[config.mk]
export PLATFORM = sky130hd
export DESIGN_NAME = lsf_dev_flat
export DESIGN_NICKNAME = d
export VERILOG_FILES = /design/src/core/lsf_pkg.sv /design/src/core/lsf_link_if.sv /design/src/core/lsf_dev.sv /design/src/flat_wrapper.sv
export SDC_FILE = /design/constraint.sdc
export NUM_CORES = 1
export LEC_CHECK = 0
export BUFFER_PORTS_ARGS = -buffer_cell sky130_fd_sc_hd__buf_2
export CORE_AREA = 2 2 292 294
export DETAILED_ROUTE_END_ITERATION = 6
export DIE_AREA = 0 0 294 296
export GPL_ROUTABILITY_DRIVEN = 0
export MAX_ROUTING_LAYER = met4
export PLACE_DENSITY = 0.57
export SYNTH_ARGS = -nofsm -noshare
export SYNTH_HDL_FRONTEND = slang
export SYNTH_SLANG_ARGS = --single-unit
export TNS_END_PERCENT = 50
[constraint.sdc]
create_clock -name sys_clk_in -period 8.35 [get_ports sys_clk_in]
set_input_delay 0.835 -clock sys_clk_in [delete_from_list [all_inputs] [get_ports sys_clk_in]]
set_output_delay 0.835 -clock sys_clk_in [all_outputs]
set_load 0.01 [all_outputs]
[src/core/lsf_pkg.sv]
/*
  shared constants for the scanned led frame timing link: command codes,
  configuration field positions, reset values and timing figures.
  assumes a 100 MHz system clock at both ends of the link.
*/
package lsf_pkg;
  // ****************************************
  // link word
  // ****************************************
  localparam int          REG_W     = 48;
  localparam int          OP_W      = 4;
  localparam int          WORD_W    = 1 + OP_W + REG_W;
  localparam int          SYNC_N    = 3;
  localparam logic [3:0]  OP_CFG0   = 4'h1;
  localparam logic [3:0]  OP_CFG1   = 4'h2;
  localparam logic [3:0]  OP_CFG2   = 4'h3;
  localparam logic [3:0]  OP_VSYNC  = 4'h4;
  localparam logic [3:0]  OP_GS     = 4'h5;
  localparam logic [3:0]  OP_READ   = 4'h6;

  // ****************************************
  // configuration fields
  // ****************************************
  localparam int          SCAN_LSB  = 0;
  localparam int          SCAN_W    = 6;
  localparam int          SUB_LSB   = 8;
  localparam int          SUB_W     = 6;
  localparam int          SEG_LSB   = 0;
  localparam int          SEG_W     = 10;
  localparam int          LSW_LSB   = 37;
  localparam int          LSW_W     = 4;
  localparam int          LSW_UNIT  = 40;
  localparam int          MUL_LSB   = 0;
  localparam int          MUL_W     = 4;
  localparam int          GSL_LSB   = 16;
  localparam int          GSV_LSB   = 0;
  localparam logic [47:0] CFG0_RST  = 48'h0000_0000_1F0F;
  localparam logic [47:0] CFG1_RST  = 48'h0060_0000_0200;
  localparam logic [47:0] CFG2_RST  = 48'h0000_0000_0006;
  localparam logic [1:0]  SEL_FAULT = 2'h3;

  // ****************************************
  // timing
  // ****************************************
  localparam int          SYS_MHZ      = 100;
  localparam int          SCLK_MAX_MHZ = 25;
  localparam int          HALF_MIN     = (SYS_MHZ + 2 * SCLK_MAX_MHZ - 1) / (2 * SCLK_MAX_MHZ);
  localparam int          PER_W        = 10;
endpackage : lsf_pkg

[src/core/lsf_link_if.sv]
/*
  three-wire continuous clock serial link between controller and driver.
  assumes both ends sit on the same board clock rate; no wire is two-way.
*/
`timescale 1ns/10ps
interface lsf_link_if;
  logic sclk;
  logic serial_in;
  logic serial_out;

  modport ctl (output sclk, output serial_in, input serial_out);
  modport dev (input sclk, input serial_in, output serial_out);
endinterface : lsf_link_if

[src/core/lsf_dev.sv]
/*
  driver end: receives link words on both serial clock edges, derives the
  grayscale tick from the serial clock, runs segment, line switch and
  sub-period timing, detects led faults and answers reads on serial_out.
  assumes a controller that keeps the serial clock running at all times.
*/
`timescale 1ns/10ps
// Behaviour
// - controller keeps serial clock toggling always
// - data taken on both edges, max 25 MHz
// - grayscale tick multiplied up from serial clock
// - grayscale up to 160 MHz, 16-bit pwm; ticks here cap at one per 100 MHz system clock
// - all writes enter serial_in, reads leave serial_out
// - sub-periods times segment clocks give full scale
// - frame is segments plus switches per line, sub-period
// - leftover frame time is blank with outputs off
// - open and short faults flagged, suppressed, readable
// - controller sends zero data to unused channels
// - line switch gclks from 4-bit field bits 40:37
// - first two registers apply at frame sync only
module lsf_dev #(
  parameter int LINES = 16,
  parameter int GS_W  = 16
) (
  input  wire logic        sys_clk_in,
  input  wire logic        rstn_in,
  lsf_link_if.dev          link,
  input  wire logic        led_open_in,
  input  wire logic        led_wshort_in,
  input  wire logic        led_short_in,
  output logic [5:0]       line_sel_out,
  output logic             line_en_out,
  output logic             chan_on_out,
  output logic             grayscale_clock_out,
  output logic             blank_out
);
  localparam int LW = $clog2(LINES);
  typedef enum logic [1:0] {LSF_BLANK, LSF_SEG, LSF_SW} lsf_scan_t;

  // ****************************************
  // pin synchronisers
  // ****************************************
  logic [4:0] s1_reg, s2_reg, s3_reg, stab_reg;
  logic       sclk_prev_reg;
  logic       edge_w, rise_w, bit_w;

  always_ff @(posedge sys_clk_in or negedge rstn_in) begin
    if (!rstn_in) begin
      s1_reg        <= 5'h00;
      s2_reg        <= 5'h00;
      s3_reg        <= 5'h00;
      stab_reg      <= 5'h00;
      sclk_prev_reg <= 1'b0;
    end else begin
      s1_reg        <= {led_short_in, led_wshort_in, led_open_in, link.serial_in, link.sclk};
      s2_reg        <= s1_reg;
      s3_reg        <= s2_reg;
      // new level only once stages two and three agree
      stab_reg      <= (s2_reg & s3_reg) | (stab_reg & (s2_reg | s3_reg));
      sclk_prev_reg <= stab_reg[0];
    end
  end

  assign edge_w = stab_reg[0] ^ sclk_prev_reg;
  assign rise_w = stab_reg[0] & ~sclk_prev_reg;
  assign bit_w  = stab_reg[1];

  // ****************************************
  // receiver
  // ****************************************
  localparam int WORD_W_M2 = lsf_pkg::WORD_W - 2;
  logic                  rx_busy_reg;
  logic [5:0]            rx_cnt_reg;
  logic [WORD_W_M2:0]    rx_sh_reg;
  logic                  rx_done_reg;
  logic [WORD_W_M2:0]    word_w;

  assign word_w = {rx_sh_reg[WORD_W_M2-1:0], bit_w};

  always_ff @(posedge sys_clk_in or negedge rstn_in) begin
    if (!rstn_in) begin
      rx_busy_reg <= 1'b0;
      rx_cnt_reg  <= 6'h00;
      rx_sh_reg   <= '0;
      rx_done_reg <= 1'b0;
    end else begin
      rx_done_reg <= 1'b0;
      if (edge_w) begin
        if (!rx_busy_reg) begin
          rx_busy_reg <= bit_w;
          rx_cnt_reg  <= 6'h00;
        end else begin
          rx_sh_reg  <= word_w;
          rx_cnt_reg <= rx_cnt_reg + 6'h01;
          if (rx_cnt_reg == 6'(WORD_W_M2)) begin
            rx_busy_reg <= 1'b0;
            rx_done_reg <= 1'b1;
          end
        end
      end
    end
  end

  logic [3:0]  op_w;
  logic [47:0] dat_w;
  assign op_w  = rx_sh_reg[WORD_W_M2 -: 4];
  assign dat_w = rx_sh_reg[47:0];

  // ****************************************
  // configuration and grayscale memory
  // ****************************************
  logic [47:0]     cfg0_st_reg, cfg1_st_reg, cfg0_reg, cfg1_reg, cfg2_reg;
  logic [GS_W-1:0] gs_mem [LINES];
  logic            vsync_w;

  assign vsync_w = rx_done_reg && (op_w == lsf_pkg::OP_VSYNC);

  always_ff @(posedge sys_clk_in or negedge rstn_in) begin
    if (!rstn_in) begin
      cfg0_st_reg <= lsf_pkg::CFG0_RST;
      cfg1_st_reg <= lsf_pkg::CFG1_RST;
      cfg0_reg    <= lsf_pkg::CFG0_RST;
      cfg1_reg    <= lsf_pkg::CFG1_RST;
      cfg2_reg    <= lsf_pkg::CFG2_RST;
    end else if (rx_done_reg) begin
      if (op_w == lsf_pkg::OP_CFG0) cfg0_st_reg <= dat_w;
      if (op_w == lsf_pkg::OP_CFG1) cfg1_st_reg <= dat_w;
      if (op_w == lsf_pkg::OP_CFG2) cfg2_reg <= dat_w;
      if (vsync_w) begin
        cfg0_reg <= cfg0_st_reg;
        cfg1_reg <= cfg1_st_reg;
      end
    end
  end

  always_ff @(posedge sys_clk_in or negedge rstn_in) begin
    if (!rstn_in) begin
      for (int i = 0; i < LINES; i++) begin
        gs_mem[i] <= '0;
      end
    end else if (rx_done_reg && op_w == lsf_pkg::OP_GS) begin
      gs_mem[dat_w[lsf_pkg::GSL_LSB +: LW]] <= dat_w[lsf_pkg::GSV_LSB +: GS_W];
    end
  end

  // ****************************************
  // grayscale tick multiplier
  // ****************************************
  // at most one tick per system clock, so faster settings saturate
  localparam int PW = lsf_pkg::PER_W;
  logic [lsf_pkg::PER_W-1:0] per_cnt_reg, per_reg, acc_reg, acc_w, rem_w;
  logic                      tick_w;

  assign acc_w  = acc_reg + PW'(cfg2_reg[lsf_pkg::MUL_LSB +: lsf_pkg::MUL_W]);
  assign tick_w = (per_reg != '0) && (acc_w >= per_reg);
  assign rem_w  = acc_w - per_reg;

  always_ff @(posedge sys_clk_in or negedge rstn_in) begin
    if (!rstn_in) begin
      per_cnt_reg <= '0;
      per_reg     <= '0;
      acc_reg     <= '0;
    end else begin
      // period of the free-running serial clock, in system cycles
      per_cnt_reg <= rise_w ? '0 : per_cnt_reg + 1'b1;
      if (rise_w) per_reg <= per_cnt_reg + 1'b1;
      if (!tick_w) acc_reg <= (per_reg == '0) ? '0 : acc_w;
      else acc_reg <= (rem_w >= per_reg) ? '0 : rem_w;
    end
  end

  // ****************************************
  // frame timing
  // ****************************************
  lsf_scan_t  st_reg;
  logic [15:0] pos_reg;
  logic [5:0]  line_reg, sub_reg;
  logic [5:0]  nline_w, nsub_w;
  logic [15:0] seg_last_w, sw_last_w, sw_len_w;

  assign nline_w    = cfg0_reg[lsf_pkg::SCAN_LSB +: lsf_pkg::SCAN_W];
  assign nsub_w     = cfg0_reg[lsf_pkg::SUB_LSB +: lsf_pkg::SUB_W];
  assign seg_last_w = (cfg1_reg[lsf_pkg::SEG_LSB +: lsf_pkg::SEG_W] == '0) ? 16'h0000 :
                      16'(cfg1_reg[lsf_pkg::SEG_LSB +: lsf_pkg::SEG_W]) - 16'h0001;
  assign sw_len_w   = 16'(cfg1_reg[lsf_pkg::LSW_LSB +: lsf_pkg::LSW_W] * lsf_pkg::LSW_UNIT);
  assign sw_last_w  = (sw_len_w == 16'h0000) ? 16'h0000 : sw_len_w - 16'h0001;

  always_ff @(posedge sys_clk_in or negedge rstn_in) begin
    if (!rstn_in) begin
      st_reg   <= LSF_BLANK;
      pos_reg  <= 16'h0000;
      line_reg <= 6'h00;
      sub_reg  <= 6'h00;
    end else if (vsync_w) begin
      st_reg   <= LSF_SEG;
      pos_reg  <= 16'h0000;
      line_reg <= 6'h00;
      sub_reg  <= 6'h00;
    end else if (tick_w) begin
      case (st_reg)
        LSF_SEG: begin
          pos_reg <= (pos_reg == seg_last_w) ? 16'h0000 : pos_reg + 16'h0001;
          if (pos_reg == seg_last_w) st_reg <= LSF_SW;
        end
        LSF_SW: begin
          pos_reg <= (pos_reg == sw_last_w) ? 16'h0000 : pos_reg + 16'h0001;
          if (pos_reg == sw_last_w) begin
            if (line_reg == nline_w || line_reg == 6'(LINES - 1)) begin
              line_reg <= 6'h00;
              sub_reg  <= sub_reg + 6'h01;
              st_reg   <= (sub_reg == nsub_w) ? LSF_BLANK : LSF_SEG;
            end else begin
              line_reg <= line_reg + 6'h01;
              st_reg   <= LSF_SEG;
            end
          end
        end
        LSF_BLANK: st_reg <= LSF_BLANK;
        default:   st_reg <= LSF_BLANK;
      endcase
    end
  end

  // ****************************************
  // led faults and outputs
  // ****************************************
  logic [LINES-1:0] open_reg, wsh_reg, sh_reg, set_o_w, set_w_w, set_s_w, clr_w;
  logic [17:0]      slot_w;
  logic [LW-1:0]    li_w;
  logic             rd_w;

  assign li_w    = line_reg[LW-1:0];
  assign rd_w    = rx_done_reg && op_w == lsf_pkg::OP_READ && dat_w[1:0] == lsf_pkg::SEL_FAULT;
  assign clr_w   = rd_w ? '1 : '0;
  // segment clock index interleaved with the sub-period spreads the pwm
  assign slot_w  = 18'(pos_reg[9:0]) * (18'(nsub_w) + 18'h00001) + 18'(sub_reg);
  assign set_o_w = (chan_on_out && stab_reg[2]) ? (LINES'(1) << line_sel_out[LW-1:0]) : '0;
  assign set_w_w = (line_en_out && stab_reg[3]) ? (LINES'(1) << line_sel_out[LW-1:0]) : '0;
  assign set_s_w = (line_en_out && stab_reg[4]) ? (LINES'(1) << line_sel_out[LW-1:0]) : '0;

  always_ff @(posedge sys_clk_in or negedge rstn_in) begin
    if (!rstn_in) begin
      open_reg <= '0;
      wsh_reg  <= '0;
      sh_reg   <= '0;
    end else begin
      // a fault seen in the clearing cycle survives the read
      open_reg <= (open_reg & ~clr_w) | set_o_w;
      wsh_reg  <= (wsh_reg & ~clr_w) | set_w_w;
      sh_reg   <= (sh_reg & ~clr_w) | set_s_w;
    end
  end

  always_ff @(posedge sys_clk_in or negedge rstn_in) begin
    if (!rstn_in) begin
      line_sel_out <= 6'h00;
      line_en_out  <= 1'b0;
      chan_on_out  <= 1'b0;
      grayscale_clock_out     <= 1'b0;
      blank_out    <= 1'b1;
    end else begin
      line_sel_out <= line_reg;
      line_en_out  <= (st_reg == LSF_SEG) && !sh_reg[li_w] && !wsh_reg[li_w];
      chan_on_out  <= (st_reg == LSF_SEG) && !open_reg[li_w] && (slot_w < 18'(gs_mem[li_w]));
      grayscale_clock_out     <= tick_w;
      blank_out    <= (st_reg == LSF_BLANK);
    end
  end

  // ****************************************
  // read answer
  // ****************************************
  logic [48:0] tx_sh_reg;
  logic [5:0]  tx_cnt_reg;
  logic        serial_out_reg;
  logic [47:0] rd_val_w;

  always_comb begin
    case (dat_w[1:0])
      2'h0:    rd_val_w = cfg0_reg;
      2'h1:    rd_val_w = cfg1_reg;
      2'h2:    rd_val_w = cfg2_reg;
      default: rd_val_w = 48'({open_reg, wsh_reg, sh_reg});
    endcase
  end

  always_ff @(posedge sys_clk_in or negedge rstn_in) begin
    if (!rstn_in) begin
      tx_sh_reg  <= '0;
      tx_cnt_reg <= 6'h00;
      serial_out_reg   <= 1'b0;
    end else if (rx_done_reg && op_w == lsf_pkg::OP_READ) begin
      tx_sh_reg  <= {1'b1, rd_val_w};
      tx_cnt_reg <= 6'h31;
    end else if (edge_w) begin
      serial_out_reg <= (tx_cnt_reg != 6'h00) && tx_sh_reg[48];
      if (tx_cnt_reg != 6'h00) begin
        tx_sh_reg  <= {tx_sh_reg[47:0], 1'b0};
        tx_cnt_reg <= tx_cnt_reg - 6'h01;
      end
    end
  end

  assign link.serial_out = serial_out_reg;
endmodule : lsf_dev

[src/flat_wrapper.sv]
// flat-port wrapper written by rule: the top's interface ports become plain ports
module lsf_dev_flat 
#(
  parameter int LINES = 16,
  parameter int GS_W  = 16
)
  (sys_clk_in, rstn_in, led_open_in, led_wshort_in, led_short_in, line_sel_out, line_en_out, chan_on_out, grayscale_clock_out, blank_out, link_sclk, link_serial_in, link_serial_out);
  lsf_link_if link_i ();
  input  wire logic sys_clk_in;
  input  wire logic rstn_in;
  input  wire logic led_open_in;
  input  wire logic led_wshort_in;
  input  wire logic led_short_in;
  output logic [5:0] line_sel_out;
  output logic line_en_out;
  output logic chan_on_out;
  output logic grayscale_clock_out;
  output logic blank_out;
  input wire logic [$bits(link_i.sclk)-1:0] link_sclk;
  input wire logic [$bits(link_i.serial_in)-1:0] link_serial_in;
  output wire logic [$bits(link_i.serial_out)-1:0] link_serial_out;
  assign link_i.sclk = link_sclk;
  assign link_i.serial_in = link_serial_in;
  assign link_serial_out = link_i.serial_out;
  lsf_dev #(.LINES(LINES), .GS_W(GS_W)) u_core (.sys_clk_in(sys_clk_in), .rstn_in(rstn_in), .link(link_i), .led_open_in(led_open_in), .led_wshort_in(led_wshort_in), .led_short_in(led_short_in), .line_sel_out(line_sel_out), .line_en_out(line_en_out), .chan_on_out(chan_on_out), .grayscale_clock_out(grayscale_clock_out), .blank_out(blank_out));
endmodule
==> results.yml <==
sta:
  finalClockSkew_ns: 0.0403
  worst_pin_slew_ns: 1.29
  tns_ns: 0
  fmax_mhz: 137
  post-route-period-util: 0.874
  rsz0062_at_grt: "false"
  relSlewSlack: 0.135
  min_period_ns: 7.30
  setup_violations: 0
  hold_viol_final: 0
  maxSlewViolCount: 0
setup_path:
  crit_path_end_kind: "flip-flop"
  cpPeakStageDelay_ns: 0.71
  reg2reg_slack_ns: 1.05
  critPathRequiredTime_ns: 8.89
  cp.arrival_ns: 7.84
  worstSetupEndpoint: "u_core.chan_on_out"
  r2r-end: "u_core.chan_on_out"
  crit_fanout: 16
  cp-start-kind: "flip-flop"
  path_delay_family: "adder cells"
  worst-setup-path-type: "flip-flop to flip-flop"
  critPathSlowestCell: "dfstp_2"
  crit_buf_inv: 3
  crit_top_cell: "fa_1"
  critical_path.startpoint: "u_core.cfg0_reg[8]"
  reg2reg_from: "u_core.cfg0_reg[8]"
  reg2reg_depth: 27
  path_depth: 27
clock_tree:
  cts_resized: 0
  cts_tree: "yes"
  insertion_delay_ns: 0.64
  clockRootBuffer: "clkbuf_16"
  cts_setup_buffers: 0
  cts.reportedPaths.clkPinSlew_ns: 0.06
  htreeDepth: 3
  cts_made_buffers: 83
  postCtsHoldBufs: 0
  clock_sinks: 751
  cts_buffer_depth: 3
synth:
  ys.flop_type: "dfrtp_1"
  syn_nets: 3315
  yosys.area_share.simple: 0.101
  synth_edf_count: 0
  yosys_warnings: 0
  muxShareOfSynthArea: 0.219
  async_reset_ff_frac: 1.00
  yosysUniqueCellTypes: 77
  ys_seq_area_frac: 0.502
  syn-mean-instance-area_um2: 11.9
  synth_top_family_by_area: "multiplexers"
  synth-xor-area-share: 0.0152
  synth_fa_ha_area_frac: 0.0613
  synth_compound_area_frac: 0.0687
  ys_ff_latch: 751
  synthCells: 3157
  synth_area_um2: 37500
route:
  drc: 0
  wirelength_um: 91900
  firstDrtPassIters: 7
  drt-wirelength-per-cell_um: 21.7
  postRouteAntennaNets: 0
  drt-initial-drc-count: 1595
  dr_total_vias: 24200
  via_per_inst: 5.70
pwr:
  p_leak_nw: 19.8
  finalPower_mw: 8.87
  ir_worst_vdd_uv: 159
  pwr_density_cell_nw_per_um2: 214
final_layout:
  area_growth_pct: 10.3
  fillCellCount: 7430
  drive_gt1_frac: 0.254
  largest_reg_flops: 256
  mostFrequentLayoutCells: "dfrtp_1 (720), mux2_2 (468), nand2_1 (438), inv_1 (112), o21ai_0 (111)"
  fin_area_um2: 41400
  final_common_cell: "dfrtp_1"
  fin_nets: 3238
floorplan:
  start_util: 0.446
  row_count: 107
  die_x_um: 294
  die_y_um: 296
  core_um2: 84200
  ios: 18
  die-area_um2: 87000
place:
  placed_area_um2: 38500
  dp_hpwl_um: 58200
  portBuffers: 17
global_routing:
  grt_pass1_wl_um: 147000
  grt_overflow: 0
  grt_use_total: 0.224
  grt_pass1_vias: 25300
  grt_max_degree: 181
  antenna_found_initial: 0
run_status:
  status: "finished clean"
hold_path:
  hold_class: "input port to async pin"
job:
  maxCapViolations: 0
==> Yosys cell counts (32+ instances only) <==
cell type  number  area [um2]
a21oi_1        69         345
a221oi_1       32         280
a22o_1         37         324
and2_1         34         213
buf_1          33         124
clkbuf_1      174         653
dfrtp_1       724       18100
fa_1           48         961
ha_1          103        1290
inv_1         112         420
mux2_2        468        5270
mux2i_1       106        1060
mux4_2         84        1890
nand2_1       438        1640
nand3_1        40         200
nor2_1         87         327
nor2b_1        32         200
nor3_1         39         195
o21ai_0       111         556
xnor2_1        38         333
==> worst reg2reg max path, stage by stage, from the launching register on <==
cell and delay (ns):
dfstp_2 0.71, ha_1 0.27, nand3_1 0.14, xnor2_1 0.53
nand2_1 0.15, fa_1 0.50, fa_1 0.57, inv_1 0.06
fa_1 0.54, inv_1 0.06, fa_1 0.53, inv_1 0.04
ha_1 0.34, nor3_1 0.19, nor2_1 0.07, a31oi_1 0.33
o21ai_0 0.24, a21o_1 0.22, a21oi_1 0.17, xnor2_1 0.14
ha_1 0.26, nand2_1 0.09, nor4_1 0.07, a221oi_1 0.29
nand4_1 0.15, a21oi_1 0.20, o311ai_0 0.14, nor3_1 0.21
==> worst min-delay path by stage <==
| stage | depth (start not counted) | startpoint | slack (ns) | to |
|---|---|---|---|---|
| 6_report | 1 | rstn_in | 0.20 | u_core.gs_mem[244] |
| 2_1_floorplan | 0 | u_core.s1_reg[0] | 0.33 | u_core.s2_reg[0] |
| 3_5_place_dp | 0 | u_core.s1_reg[3] | 0.34 | u_core.s2_reg[3] |
| 4_1_cts | 1 | rstn_in | 0.20 | u_core.gs_mem[244] |
| 3_3_place_gp | 0 | u_core.s1_reg[1] | 0.33 | u_core.s2_reg[1] |
| 5_1_grt | 1 | rstn_in | 0.23 | u_core.gs_mem[228] |
==> routing by layer <==
layer | GRT usage | wire (um) | share of wire | vias up
met5 | - | 0 | 0 | -
met4 | 0.0642 | 2270 | 0.025 | 0
met3 | 0.0261 | 3240 | 0.035 | 131
met2 | 0.369 | 45300 | 0.49 | 449
met1 | 0.293 | 41100 | 0.45 | 12600
li1 | - | - | - | 11000
==> metrics by stage <==
step	setup slack [ns]	hold WS (ns)	util	std cells
after floorplan	1.86	0.331	-	3157
after global placement	1.33	0.333	0.458	4085
after detailed placement	1.14	0.341	0.458	4085
after CTS	1.13	0.196	0.492	4240
after global routing	0.506	0.229	0.492	4240
final	1.05	0.199	0.492	4241
==> kinds of logic (layout without fill, tap and decap cells) <==
group / Yosys count / in the layout
and+or+nand+nor: 813 / 813
xor gates and xnor gates: 65 / 65
AOI/OAI and AO/OA: 386 / 386
DFF: 751 / 751
buffers and inverters: 328 / 321
adders and majority gates: 156 / 156
other: 0 / 1
muxes: 658 / 658
==> cell type report <==
class,count,area (um2),area share
multi-input combinational,2078,17500,0.423
sequential,751,18800,0.455
inverter,112,420,0.0102
clock inverter,32,442,0.0107
antenna,1,2.50,0.0000605
timing repair buffer,54,423,0.0102
tap,1090,1360,0.0329
clock buffer,123,2400,0.0579
==> where the power goes <==
part           total [mW]  switching [mW]  internal, mW
clock                3.77            1.52          2.26
combinational       0.947           0.541         0.406
sequential           4.15           0.387          3.76
Power figures use the tool's default switching activity.
